$ cat src/include/cmbm_defines.svh
`ifndef CMBM_DEFINES_SVH
`define CMBM_DEFINES_SVH

// Byte offsets inside one instance window
`define CMBM_CTRL_OFS     8'h00
`define CMBM_RFLG_OFS     8'h04
`define CMBM_RIER_OFS     8'h08
`define CMBM_TFLG_OFS     8'h0C
`define CMBM_TCTR_OFS     8'h10
`define CMBM_PCTL_OFS     8'h14
`define CMBM_PDDR_OFS     8'h18
`define CMBM_PDAT_OFS     8'h1C
`define CMBM_RX_FOREGROUND_BUFFER_OFS     8'h20
`define CMBM_RX_FOREGROUND_BUFFER_END     8'h54
`define CMBM_TXB0_OFS     8'h58
`define CMBM_TXB_STRIDE   8'h38
`define CMBM_LOCAL_PRIORITY_FIELD_IDX     4'hD

// Instance placement
`define CMBM_INST1_OFS    12'h200
`define CMBM_INST2_OFS    12'h100

// Field positions
`define CMBM_FRAME_BYTES  13
`define CMBM_NUM_TXB      3
`define CMBM_CTRL_LOOP    0
`define CMBM_RFLG_RXF     0
`define CMBM_RFLG_OVR     1
`define CMBM_TFLG_ABORT_ACKNOWLEDGE_FLAG   4
`define CMBM_TCTR_TXEIE   4
`define CMBM_PCTL_PULL    0
`define CMBM_PORT_RX_BIT  0
`define CMBM_PORT_TX_BIT  1

// Reset values
`define CMBM_LOCAL_PRIORITY_FIELD_RST     8'h00
`define CMBM_REG8_RST     8'h00

`endif

$ cat src/include/cmbm_pkg.sv
`include "cmbm_defines.svh"

package cmbm_pkg;

	typedef struct packed {
		logic [`CMBM_FRAME_BYTES-1:0][7:0] bytes;
	} cmbm_frame_t;

	typedef struct packed {
		logic        done;
		logic        accept;
		logic        self_sent;
		cmbm_frame_t frame;
	} cmbm_rx_evt_t;

	typedef struct packed {
		logic arb_start;
		logic ok;
		logic err;
		logic lost;
	} cmbm_tx_evt_t;

	typedef enum {
		CMBM_TX_IDLE,
		CMBM_TX_ON_BUS
	} cmbm_txst_t;

endpackage

$ cat src/hdl/cmbm_top.sv
// Summary of operation
// - Transmit pin low dominant, high recessive
// - Port bit 0 receives, bit 1 transmits
// - Other six port pins use control, direction
// - Two-stage receive FIFO, host sees foreground
// - Each receive buffer holds 13 bytes
// - Full flag means foreground holds accepted frame
// - Accepted frame copied when flag clear, flag set
// - Background overwritten by every incoming frame, except while it holds an unread accepted frame
// - Both full: drop new frame, flag overrun
// - Own frames only reach background unless loop-back
// - Three transmit buffers with 8-bit priority
// - Schedule pending buffers, set empty on success
// - Lowest priority value wins among pending buffers with no abort request
// - Selection re-run at every arbitration attempt
// - Re-arbitrate right after sending if pending
// - Abort only frames not yet on bus
// - Abort acknowledge tells aborted from sent
// - Instances at 512 and 256 bytes above first
// - Flags cleared by writing one, persist
// - Receive interrupt right after end of frame
//
// Implementation choices: the register offsets and the APB slave port.
`timescale 1ns/1ps
`include "cmbm_defines.svh"

module cmbm_top
	import cmbm_pkg::*;
#(
	parameter int INSTANCE = 0
) (
	input  wire logic         clk_i,
	input  wire logic         sys_rst_i,
	input  wire logic         psel_i,
	input  wire logic         penable_i,
	input  wire logic         pwrite_i,
	input  wire logic [11:0]  paddr_i,
	input  wire logic [31:0]  pwdata_i,
	output logic      [31:0]  prdata_o,
	output logic              pready_o,
	output logic              pslverr_o,
	input  wire logic [7:0]   port_pin_i,
	output logic      [7:0]   port_pin_o,
	output logic      [7:0]   port_oe_n_o,
	output logic              port_pull_o,
	output logic              bus_rx_pin_o,
	input  wire logic         tx_bit_i,
	input  wire cmbm_rx_evt_t rx_evt_i,
	input  wire cmbm_tx_evt_t tx_evt_i,
	output logic              loopback_o,
	output logic              tx_pend_o,
	output logic      [1:0]   tx_idx_o,
	output cmbm_frame_t       tx_frame_o,
	output logic              rx_irq_o,
	output logic              tx_irq_o,
	output logic              err_irq_o
);

	// Window base of this instance
	localparam logic [11:0] INST_BASE = (INSTANCE == 1) ? `CMBM_INST1_OFS :
		(INSTANCE == 2) ? `CMBM_INST2_OFS : 12'h000;

	logic        pready_q;
	logic [31:0] prdata_q;
	logic        pslverr_q;
	logic        loop_q;
	logic        pull_q;
	logic [7:0]  ddr_q;
	logic [7:0]  pdat_q;
	logic        rxfie_q;
	logic        ovrie_q;
	logic [2:0]  txeie_q;
	logic        rxf_q;
	logic        ovr_q;
	logic        bg_held_q;
	cmbm_frame_t rx_fg_q;
	cmbm_frame_t rx_bg_q;
	logic        txe_q   [`CMBM_NUM_TXB];
	logic        abort_acknowledge_flag_q [`CMBM_NUM_TXB];
	logic        abort_request_flag_q [`CMBM_NUM_TXB];
	logic [7:0]  local_priority_field_q  [`CMBM_NUM_TXB];
	cmbm_frame_t tx_buf_q [`CMBM_NUM_TXB];
	logic [2:0]  txe_v;
	logic [2:0]  abort_acknowledge_flag_v;
	logic [2:0]  abort_request_flag_v;
	cmbm_txst_t  st_q;
	logic [1:0]  act_q;
	cmbm_frame_t tx_frame_q;
	logic        tx_pend_q;
	logic [7:0]  pin_out_q;
	logic [7:0]  oe_n_q;
	logic        bus_rx_q;
	logic        rx_irq_q;
	logic        tx_irq_q;
	logic        err_irq_q;

	logic [7:0]  off;
	logic        inst_hit;
	logic        mapped;
	logic [31:0] rdata_c;
	logic        tx_hit;
	logic [1:0]  tx_b;
	logic [3:0]  tx_w;
	logic [3:0]  rx_w;
	logic        wr_en;
	logic        best_ok;
	logic [1:0]  best_idx;
	logic [7:0]  best_local_priority_field;
	logic        own_frame;
	logic        accepted;
	logic        rxf_clr;

	// ---------------- APB decode and read mux ----------------
	always_comb begin
		off      = paddr_i[7:0];
		inst_hit = (paddr_i[11:8] == INST_BASE[11:8]) && (paddr_i[1:0] == 2'b00);
		mapped   = 1'b1;
		rdata_c  = 32'h0000_0000;
		tx_hit   = 1'b0;
		tx_b     = 2'd0;
		tx_w     = 4'd0;
		rx_w     = 4'((off - `CMBM_RX_FOREGROUND_BUFFER_OFS) >> 2);
		case (off)
			`CMBM_CTRL_OFS: rdata_c[`CMBM_CTRL_LOOP] = loop_q;
			`CMBM_RFLG_OFS: rdata_c[1:0] = {ovr_q, rxf_q};
			`CMBM_RIER_OFS: rdata_c[1:0] = {ovrie_q, rxfie_q};
			`CMBM_TFLG_OFS: rdata_c[6:0] = {abort_acknowledge_flag_v, 1'b0, txe_v};
			`CMBM_TCTR_OFS: rdata_c[6:0] = {txeie_q, 1'b0, abort_request_flag_v};
			`CMBM_PCTL_OFS: rdata_c[`CMBM_PCTL_PULL] = pull_q;
			`CMBM_PDDR_OFS: rdata_c[7:0] = {ddr_q[7:2], 2'b10};
			`CMBM_PDAT_OFS: rdata_c[7:0] = port_pin_i;
			default: begin
				mapped = 1'b0;
				// Host only ever sees the foreground stage
				if (off >= `CMBM_RX_FOREGROUND_BUFFER_OFS && off < `CMBM_RX_FOREGROUND_BUFFER_END) begin
					mapped  = 1'b1;
					rdata_c = {24'h00_0000, rx_fg_q.bytes[rx_w]};
				end
				for (int b = 0; b < `CMBM_NUM_TXB; b++) begin
					if (off >= 8'(`CMBM_TXB0_OFS + b * `CMBM_TXB_STRIDE) &&
						{1'b0, off} < 9'(`CMBM_TXB0_OFS + (b + 1) * `CMBM_TXB_STRIDE)) begin
						tx_hit = 1'b1;
						tx_b   = 2'(b);
						tx_w   = 4'((off - 8'(`CMBM_TXB0_OFS + b * `CMBM_TXB_STRIDE)) >> 2);
						mapped = 1'b1;
						if (tx_w == `CMBM_LOCAL_PRIORITY_FIELD_IDX) begin
							rdata_c = {24'h00_0000, local_priority_field_q[b]};
						end else begin
							rdata_c = {24'h00_0000, tx_buf_q[b].bytes[tx_w]};
						end
					end
				end
			end
		endcase
	end

	assign wr_en = psel_i && penable_i && pready_q && pwrite_i && inst_hit && mapped;

	// Answer one cycle after setup, so data can come from a flop
	always_ff @(posedge clk_i) begin
		if (sys_rst_i) begin
			pready_q  <= 1'b0;
			pslverr_q <= 1'b0;
			prdata_q  <= 32'h0000_0000;
		end else begin
			pready_q  <= psel_i && !penable_i;
			pslverr_q <= psel_i && !penable_i && !(inst_hit && mapped);
			if (psel_i && !penable_i) begin
				prdata_q <= (inst_hit && mapped && !pwrite_i) ? rdata_c : 32'h0000_0000;
			end
		end
	end

	// ---------------- Configuration and port ----------------
	always_ff @(posedge clk_i) begin
		if (sys_rst_i) begin
			loop_q  <= 1'b0;
			pull_q  <= 1'b0;
			ddr_q   <= `CMBM_REG8_RST;
			pdat_q  <= `CMBM_REG8_RST;
			rxfie_q <= 1'b0;
			ovrie_q <= 1'b0;
			txeie_q <= 3'b000;
		end else if (wr_en) begin
			case (off)
				`CMBM_CTRL_OFS: loop_q <= pwdata_i[`CMBM_CTRL_LOOP];
				`CMBM_RIER_OFS: {ovrie_q, rxfie_q} <= pwdata_i[1:0];
				`CMBM_TCTR_OFS: txeie_q <= pwdata_i[`CMBM_TCTR_TXEIE +: 3];
				`CMBM_PCTL_OFS: pull_q <= pwdata_i[`CMBM_PCTL_PULL];
				`CMBM_PDDR_OFS: ddr_q <= pwdata_i[7:0];
				`CMBM_PDAT_OFS: pdat_q <= pwdata_i[7:0];
				default: ;
			endcase
		end
	end

	always_ff @(posedge clk_i) begin
		if (sys_rst_i) begin
			pin_out_q <= 8'hFF;
			oe_n_q    <= 8'hFF;
			bus_rx_q  <= 1'b1;
		end else begin
			// Bit 0 only listens, bit 1 drives the bus level from the first clock after reset
			pin_out_q <= {pdat_q[7:2], tx_bit_i, 1'b1};
			oe_n_q    <= {~ddr_q[7:2], 1'b0, 1'b1};
			bus_rx_q  <= port_pin_i[`CMBM_PORT_RX_BIT];
		end
	end

	// ---------------- Receive path ----------------
	assign own_frame = rx_evt_i.self_sent && !loop_q;
	assign accepted  = rx_evt_i.done && rx_evt_i.accept && !own_frame;
	assign rxf_clr   = wr_en && (off == `CMBM_RFLG_OFS) && pwdata_i[`CMBM_RFLG_RXF];

	always_ff @(posedge clk_i) begin
		if (sys_rst_i) begin
			rxf_q     <= 1'b0;
			bg_held_q <= 1'b0;
			rx_fg_q   <= '0;
			rx_bg_q   <= '0;
		end else begin
			// Background is frozen only while it holds an unread accepted frame
			if (rx_evt_i.done && !bg_held_q) begin
				rx_bg_q <= rx_evt_i.frame;
			end
			// A held frame refills the foreground, so the flag persists
			if (rxf_clr && rxf_q && !(accepted && !bg_held_q)) begin
				if (bg_held_q) begin
					rx_fg_q   <= rx_bg_q;
					bg_held_q <= 1'b0;
				end else begin
					rxf_q <= 1'b0;
				end
			end
			if (accepted) begin
				if (!rxf_q) begin
					rx_fg_q <= rx_evt_i.frame;
					rxf_q   <= 1'b1;
				end else if (!bg_held_q) begin
					if (rxf_clr) begin
						rx_fg_q <= rx_evt_i.frame;
					end else begin
						bg_held_q <= 1'b1;
					end
				end
			end
		end
	end

	// Overrun sticky flag, event beats a same-cycle clear
	always_ff @(posedge clk_i) begin
		if (sys_rst_i) begin
			ovr_q <= 1'b0;
		end else if (accepted && rxf_q && bg_held_q) begin
			ovr_q <= 1'b1;
		end else if (wr_en && off == `CMBM_RFLG_OFS && pwdata_i[`CMBM_RFLG_OVR]) begin
			ovr_q <= 1'b0;
		end
	end

	// ---------------- Transmit buffers ----------------
	generate
		for (genvar gb = 0; gb < `CMBM_NUM_TXB; gb++) begin : g_txb
			logic done_ok;
			logic abort_ok;
			assign done_ok  = tx_evt_i.ok && st_q == CMBM_TX_ON_BUS && act_q == 2'(gb);
			assign abort_ok = abort_request_flag_q[gb] && !txe_q[gb] &&
				!(st_q == CMBM_TX_ON_BUS && act_q == 2'(gb));
			assign txe_v[gb]   = txe_q[gb];
			assign abort_acknowledge_flag_v[gb] = abort_acknowledge_flag_q[gb];
			assign abort_request_flag_v[gb] = abort_request_flag_q[gb];

			always_ff @(posedge clk_i) begin
				if (sys_rst_i) begin
					txe_q[gb]   <= 1'b1;
					abort_acknowledge_flag_q[gb] <= 1'b0;
					abort_request_flag_q[gb] <= 1'b0;
				end else if (done_ok) begin
					txe_q[gb]   <= 1'b1;
					abort_acknowledge_flag_q[gb] <= 1'b0;
					abort_request_flag_q[gb] <= 1'b0;
				end else if (abort_ok) begin
					txe_q[gb]   <= 1'b1;
					abort_acknowledge_flag_q[gb] <= 1'b1;
					abort_request_flag_q[gb] <= 1'b0;
				end else begin
					if (wr_en && off == `CMBM_TFLG_OFS && pwdata_i[gb] && txe_q[gb]) begin
						txe_q[gb]   <= 1'b0;
						abort_acknowledge_flag_q[gb] <= 1'b0;
					end
					if (wr_en && off == `CMBM_TCTR_OFS && pwdata_i[gb] && !txe_q[gb]) begin
						abort_request_flag_q[gb] <= 1'b1;
					end
				end
			end

			// Contents are locked while the buffer is scheduled
			always_ff @(posedge clk_i) begin
				if (sys_rst_i) begin
					tx_buf_q[gb] <= '0;
					local_priority_field_q[gb]   <= `CMBM_LOCAL_PRIORITY_FIELD_RST;
				end else if (wr_en && tx_hit && tx_b == 2'(gb) && txe_q[gb]) begin
					if (tx_w == `CMBM_LOCAL_PRIORITY_FIELD_IDX) begin
						local_priority_field_q[gb] <= pwdata_i[7:0];
					end else begin
						tx_buf_q[gb].bytes[tx_w] <= pwdata_i[7:0];
					end
				end
			end
		end
	endgenerate

	// Lowest value wins; ties go to the lowest buffer index
	always_comb begin
		best_ok   = 1'b0;
		best_idx  = 2'd0;
		best_local_priority_field = 8'hFF;
		for (int b = 0; b < `CMBM_NUM_TXB; b++) begin
			// A buffer awaiting its abort is not offered, so grant and pick never collide
			if (!txe_q[b] && !abort_request_flag_q[b] && (!best_ok || local_priority_field_q[b] < best_local_priority_field)) begin
				best_ok   = 1'b1;
				best_idx  = 2'(b);
				best_local_priority_field = local_priority_field_q[b];
			end
		end
	end

	always_ff @(posedge clk_i) begin
		if (sys_rst_i) begin
			st_q       <= CMBM_TX_IDLE;
			act_q      <= 2'd0;
			tx_frame_q <= '0;
		end else begin
			case (st_q)
				CMBM_TX_IDLE: begin
					// Fresh pick at each attempt, retries included
					if (tx_evt_i.arb_start && best_ok) begin
						st_q       <= CMBM_TX_ON_BUS;
						act_q      <= best_idx;
						tx_frame_q <= tx_buf_q[best_idx];
					end
				end
				CMBM_TX_ON_BUS: begin
					if (tx_evt_i.ok || tx_evt_i.err || tx_evt_i.lost) begin
						st_q <= CMBM_TX_IDLE;
					end
				end
				default: st_q <= CMBM_TX_IDLE;
			endcase
		end
	end

	always_ff @(posedge clk_i) begin
		if (sys_rst_i) begin
			tx_pend_q <= 1'b0;
			rx_irq_q  <= 1'b0;
			tx_irq_q  <= 1'b0;
			err_irq_q <= 1'b0;
		end else begin
			tx_pend_q <= best_ok;
			rx_irq_q  <= rxf_q && rxfie_q;
			tx_irq_q  <= |(txe_v & txeie_q);
			err_irq_q <= ovr_q && ovrie_q;
		end
	end

	assign prdata_o     = prdata_q;
	assign pready_o     = pready_q;
	assign pslverr_o    = pslverr_q;
	assign port_pin_o   = pin_out_q;
	assign port_oe_n_o  = oe_n_q;
	assign port_pull_o  = pull_q;
	assign bus_rx_pin_o = bus_rx_q;
	assign loopback_o   = loop_q;
	assign tx_pend_o    = tx_pend_q;
	assign tx_idx_o     = act_q;
	assign tx_frame_o   = tx_frame_q;
	assign rx_irq_o     = rx_irq_q;
	assign tx_irq_o     = tx_irq_q;
	assign err_irq_o    = err_irq_q;

	// ---------------- Assertions ----------------
	property p_rx_copy;
		@(posedge clk_i) disable iff (sys_rst_i)
		accepted && !rxf_q |=> rxf_q && rx_fg_q == $past(rx_evt_i.frame);
	endproperty
	a_rx_copy: assert property (p_rx_copy) else $error("accepted frame not copied");

	property p_rx_irq;
		@(posedge clk_i) disable iff (sys_rst_i)
		accepted && !rxf_q && rxfie_q && !(wr_en && off == `CMBM_RIER_OFS) |=> ##1 rx_irq_o;
	endproperty
	a_rx_irq: assert property (p_rx_irq) else $error("receive interrupt late");

	property p_overrun;
		@(posedge clk_i) disable iff (sys_rst_i)
		accepted && rxf_q && bg_held_q |=> ovr_q && $stable(rx_bg_q);
	endproperty
	a_overrun: assert property (p_overrun) else $error("overrun not handled");

	property p_own;
		@(posedge clk_i) disable iff (sys_rst_i)
		rx_evt_i.done && rx_evt_i.self_sent && !loop_q && !rxf_q && !bg_held_q
			|=> !rxf_q && rx_bg_q == $past(rx_evt_i.frame);
	endproperty
	a_own: assert property (p_own) else $error("own frame reached foreground");

	property p_tx_ok;
		@(posedge clk_i) disable iff (sys_rst_i)
		tx_evt_i.ok && st_q == CMBM_TX_ON_BUS |=> txe_v[act_q] && !abort_acknowledge_flag_v[act_q] &&
			!abort_request_flag_v[act_q] && st_q == CMBM_TX_IDLE;
	endproperty
	a_tx_ok: assert property (p_tx_ok) else $error("success not released");

	property p_local_priority_field;
		@(posedge clk_i) disable iff (sys_rst_i)
		st_q == CMBM_TX_IDLE && tx_evt_i.arb_start && best_ok |=>
			st_q == CMBM_TX_ON_BUS &&
			($past(txe_q[0] || abort_request_flag_q[0]) || local_priority_field_q[act_q] <= $past(local_priority_field_q[0])) &&
			($past(txe_q[1] || abort_request_flag_q[1]) || local_priority_field_q[act_q] <= $past(local_priority_field_q[1])) &&
			($past(txe_q[2] || abort_request_flag_q[2]) || local_priority_field_q[act_q] <= $past(local_priority_field_q[2]));
	endproperty
	a_local_priority_field: assert property (p_local_priority_field) else $error("wrong buffer chosen");

	property p_no_abort_on_bus;
		@(posedge clk_i) disable iff (sys_rst_i)
		st_q == CMBM_TX_ON_BUS && abort_request_flag_v[act_q] && !tx_evt_i.ok |=> !abort_acknowledge_flag_v[$past(act_q)];
	endproperty
	a_no_abort_on_bus: assert property (p_no_abort_on_bus) else $error("frame on bus aborted");

	property p_abort_ack;
		@(posedge clk_i) disable iff (sys_rst_i)
		(abort_acknowledge_flag_v & ~$past(abort_acknowledge_flag_v) & ~(txe_v & ~abort_request_flag_v & $past(abort_request_flag_v))) == 3'b000;
	endproperty
	a_abort_ack: assert property (p_abort_ack) else $error("abort ack without request");

	property p_txe_clears_req;
		@(posedge clk_i) disable iff (sys_rst_i)
		(txe_v & ~$past(txe_v) & abort_request_flag_v) == 3'b000;
	endproperty
	a_txe_clears_req: assert property (p_txe_clears_req) else $error("stale abort request");

	property p_tx_pin;
		@(posedge clk_i) disable iff (sys_rst_i)
		!$past(sys_rst_i) |-> port_pin_o[`CMBM_PORT_TX_BIT] == $past(tx_bit_i) &&
			!port_oe_n_o[`CMBM_PORT_TX_BIT];
	endproperty
	a_tx_pin: assert property (p_tx_pin) else $error("transmit pin mismatch");

endmodule

$ cat config.mk
export PLATFORM = sky130hd
export DESIGN_NAME = cmbm_top
export DESIGN_NICKNAME = d
export VERILOG_FILES = /design/src/include/cmbm_pkg.sv /design/src/hdl/cmbm_top.sv
export VERILOG_INCLUDE_DIRS = /design/src /design/src/include
export SDC_FILE = /design/constraint.sdc
export NUM_CORES = 2
export LEC_CHECK = 0
export ABC_CLOCK_PERIOD_IN_PS = 4900
export BUFFER_PORTS_ARGS = -buffer_cell sky130_fd_sc_hd__buf_2
export CORE_MARGIN = 1.5
export CORE_UTILIZATION = 54
export CTS_CLUSTER_SIZE = 10
export DETAILED_ROUTE_END_ITERATION = 8
export PLACE_DENSITY_LB_ADDON = 0.3
export SYNTH_ARGS = -nofsm -noshare
export SYNTH_HDL_FRONTEND = slang
export SYNTH_SLANG_ARGS = --single-unit
$ cat constraint.sdc
create_clock -name clk_i -period 4.9 [get_ports clk_i]
set_clock_uncertainty 0.15 [all_clocks]
set_input_delay 0.735 -clock clk_i [delete_from_list [all_inputs] [get_ports clk_i]]
set_output_delay 0.735 -clock clk_i [all_outputs]
set_load 0.01 [all_outputs]
==> flow_summary.toml <==
[outcome]
outcome = "finished clean"

[place]
globalplace.congestion = 0.9338
portBuffers = 281
dpl_cell_area_sq_mm = 0.03587
dpl.hpwl_microns = 72880

[setup_path]
rrSetupSlack_ns = 0.34
max_stage_delay_ns = 0.37
worstSetupPathType = "register to register"
r2r-end = "tx_frame_o[64]"
cpMaxStageDelayCell = "edfxtp_1"
cpLargestDelayFamily = "compound AO/OA/AOI/OAI gates"
path_cells = "or2_2 -> nor2_1 -> ha_1 -> a211oi_1 -> nand2_1 -> o211ai_1 -> o211ai_1 -> nand2_1 -> o21ai_0 -> ha_1 -> a211oi_1 -> o21a_1 -> a21oi_2 -> nand3_1 -> o211ai_1 -> buf_12 -> buf_12 -> mux2i_1 -> o21ai_0"
startpoint = "txe_q[0]"
regToRegStartpoint = "txe_q[0]"
path_common_cell = "o211ai_1"
critPathLaunchType = "register"
critPathBufInv = 2
cp_max_fo = 18
worstPathArrival_ns = 4.88
worst-r2r-cell-count = 19
required_ns = 5.22
cp-end-kind = "register"

[layout]
synthToLayoutAreaGrowth_pct = 13.71
multi_input_area_sq_mm = 0.01479
final_nets = 3593
fillers = 4920
final_area_sq_mm = 0.03819
drive_gt1_share_pct = 20.97
fin_util_pct = 62.00
seq_area_sq_mm = 0.01768

[power]
power_frac_comb_pct = 8.1
irDropWorstVdd_mv = 0.2437
leakage_nw = 15.41
netSwitchingPower_mw = 3.120
clockPowerShare_pct = 41.8
power-per-cell-area_mw_per_mm2 = 339.7
power.internal_mw = 9.852
swShare_pct = 24.05
pwr-share-seq_pct = 50.1

[yosys]
yosys.area.top_type_share_pct = 30.76
seq_area_frac_synth_pct = 52.63
syn_area_per_cell_sq_um = 10.55
synth_xor_area_share_pct = 0.1043
synthAdderAreaFrac_pct = 0.7823
synth_area_leaders = "edfxtp_1 31%, dfxtp_1 22%, mux4_2 7.4%"
ys_warn_count = 0
synthSimpleGateAreaFrac_pct = 17.67
yosys.area.top_type = "edfxtp_1"
synthTopCellsByCount = "600 x nand2_1, 367 x dfxtp_1, 344 x edfxtp_1"
synth_most_common_cell = "nand2_1"
synth_top_family_by_area = "simple AND/OR/NAND/NOR gates"
synth_edf_count = 344
ys_types = 77
synth_flop_cell = "dfxtp_1"
syn-cell-area_sq_mm = 0.03359
netlist_instances = 3183
yosys-mux-area-fraction_pct = 15.46
synth_compound_area_share_pct = 9.526
async_flop_share_pct = 0
yosys_register_bits = 711

[global_routing]
antenna_found_initial = 17
grt_start_max_net_pins = 128
grt_pass1_wl_microns = 155200
grt.total_usage_pct = 32.57
grt_pass1_vias = 24610
overflow = 0

[drt]
vias = 26380
drt_first_pass_iters = 6
routed_wl_microns = 105800
wl_per_cell_microns = 24.57
post-route-drc-count = 0
viasPerCell = 6.129
first_iter_violations = 3346
antenna_left = 0

[clocking]
cts_sinks = 711
path_clk_slew_ns = 0.05
cts_tree = "yes"
htreeDepth = 3
clk_latency_ns = 0.63
cts_hold_buf = 0
cts_buffer_depth = 3
numCtsBuffers = 81
cts-root-buf = "clkbuf_16"

[timing]
timing.setup.tns_ns = 0
period_minus_slack_ns = 4.556
final_hold_viol_count = 0
fmax_ghz = 0.2195
worst_slew_pin_slew_ns = 1.250
rsz0062_at_grt = "false"
maxSlewViolCount = 0
slew-limit-headroom_pct = 16.69
min_period_over_period_pct = 92.97
setup_viol = 0

[hold_path]
hold_end = "port_pin_o[1]"
hold_class = "input port to register"
worstHoldStart = "tx_bit_i"
worst_hold_path.num_cells = 2

[floorplan]
dieArea_sq_mm = 0.06370
start_util_pct = 54.52
die_x_microns = 252.4
row_count = 91
io-pin-count = 332
core_area_sq_mm = 0.06160
die_height_microns = 252.4

[job]
drv_cap = 0
[how the worst max path moves through the flow]
stage	slack [ns]	end	cells after the start
global route	0.03	tx_frame_o[77]	19
CTS	0.31	tx_frame_o[64]	20
global placement	0.32	tx_frame_o[77]	20
finish	0.34	tx_frame_o[64]	19
floorplan	0.06	tx_frame_o[53]	23
detailed placement	0.32	tx_frame_o[75]	20
[repair_timing]
item	CTS	global route
buffers inserted	0	1
setup endpoints to repair	0	12
gates resized for setup	0	1
[kinds of logic after synthesis]
family          count (synthesis)
xor+xnor                        4
mux                           367
fa+ha+maj                      21
simple gates                 1286
compound gates                507
buf+inv                       285
flops                         711
other cells                     2
[cell usage in the layout (no fill, tap or decap), types with 46 or more instances in the layout]
cell type,synthesis,routed
nand2_1,600,598
dfxtp_1,367,367
edfxtp_1,344,344
and2_1,316,316
buf_2,32,278
nor2_1,235,233
o21ai_0,176,176
mux2i_1,152,152
a21oi_1,135,134
mux4_2,111,111
a311oi_1,105,105
mux2_2,104,104
buf_4,31,94
clkbuf_16,0,82
clkbuf_1,179,46
[layer usage]
metal,up-vias,track usage [%],share of wire [%]
met1,12930,46.66,41
li1,11720,-,-
met3,188,6.004,10
met4,8,11.33,3.1
met2,1538,49.79,46
met5,-,0,0.051
[state kept, by name (all words and copies together), names as in the netlist, 2 cells and up]
name and flops:
tx_idx_o 2, port_oe_n_o 7, port_pin_o 7, ddr_q 6, tx_buf_q 312, tx_frame_o 104, local_priority_field_q 24, abort_acknowledge_flag_q 3
txeie_q 3, pdat_q 6, abort_request_flag_q 3, txe_q 3, prdata_o 8, rx_fg_q 104, rx_bg_q 104
[stage by stage]
step	worst slack, ns	instances	hold slack [ns]	total power [mW]
2_1_floorplan	0.06388	3207	0.2263	7.221
3_3_place_gp	0.3233	4155	0.2410	7.609
3_5_place_dp	0.3159	4155	0.2484	7.642
4_1_cts	0.3084	4288	0.1327	12.97
6_report	0.3445	4304	0.1577	12.97
5_1_grt	0.02658	4301	0.1617	13.29
[power groups by stage]
stage | Sequential, mW | Clock (mW) | Combinational (mW)
6_report | 6.50 | 5.42 | 1.05
2_1_floorplan | 6.58 | 0 | 0.641
3_5_place_dp | 6.62 | 0 | 1.02
4_1_cts | 6.50 | 5.45 | 1.03
3_3_place_gp | 6.61 | 0 | 0.999
5_1_grt | 6.52 | 5.67 | 1.11
[worst register-to-register path, delay by kind of cell, from the launching register on]
family | cells | cell delay [ns]
compound gates | 9 | 1.72
fa+ha+maj | 2 | 0.58
buf+inv | 2 | 0.50
flops | 1 | 0.37
mux | 1 | 0.26
simple gates | 5 | 0.84
[layout make-up]
cell class	count	share of cell area [%]
flip-flops and latches	711	46.29
multi-input cells	2212	38.72
repair buffers	385	6.104
clock buffers	128	5.825
well taps	837	2.742
inverters	12	0.1179
clock inverters	5	0.1114
diodes	14	0.09174
Power figures use the tool's default switching activity.
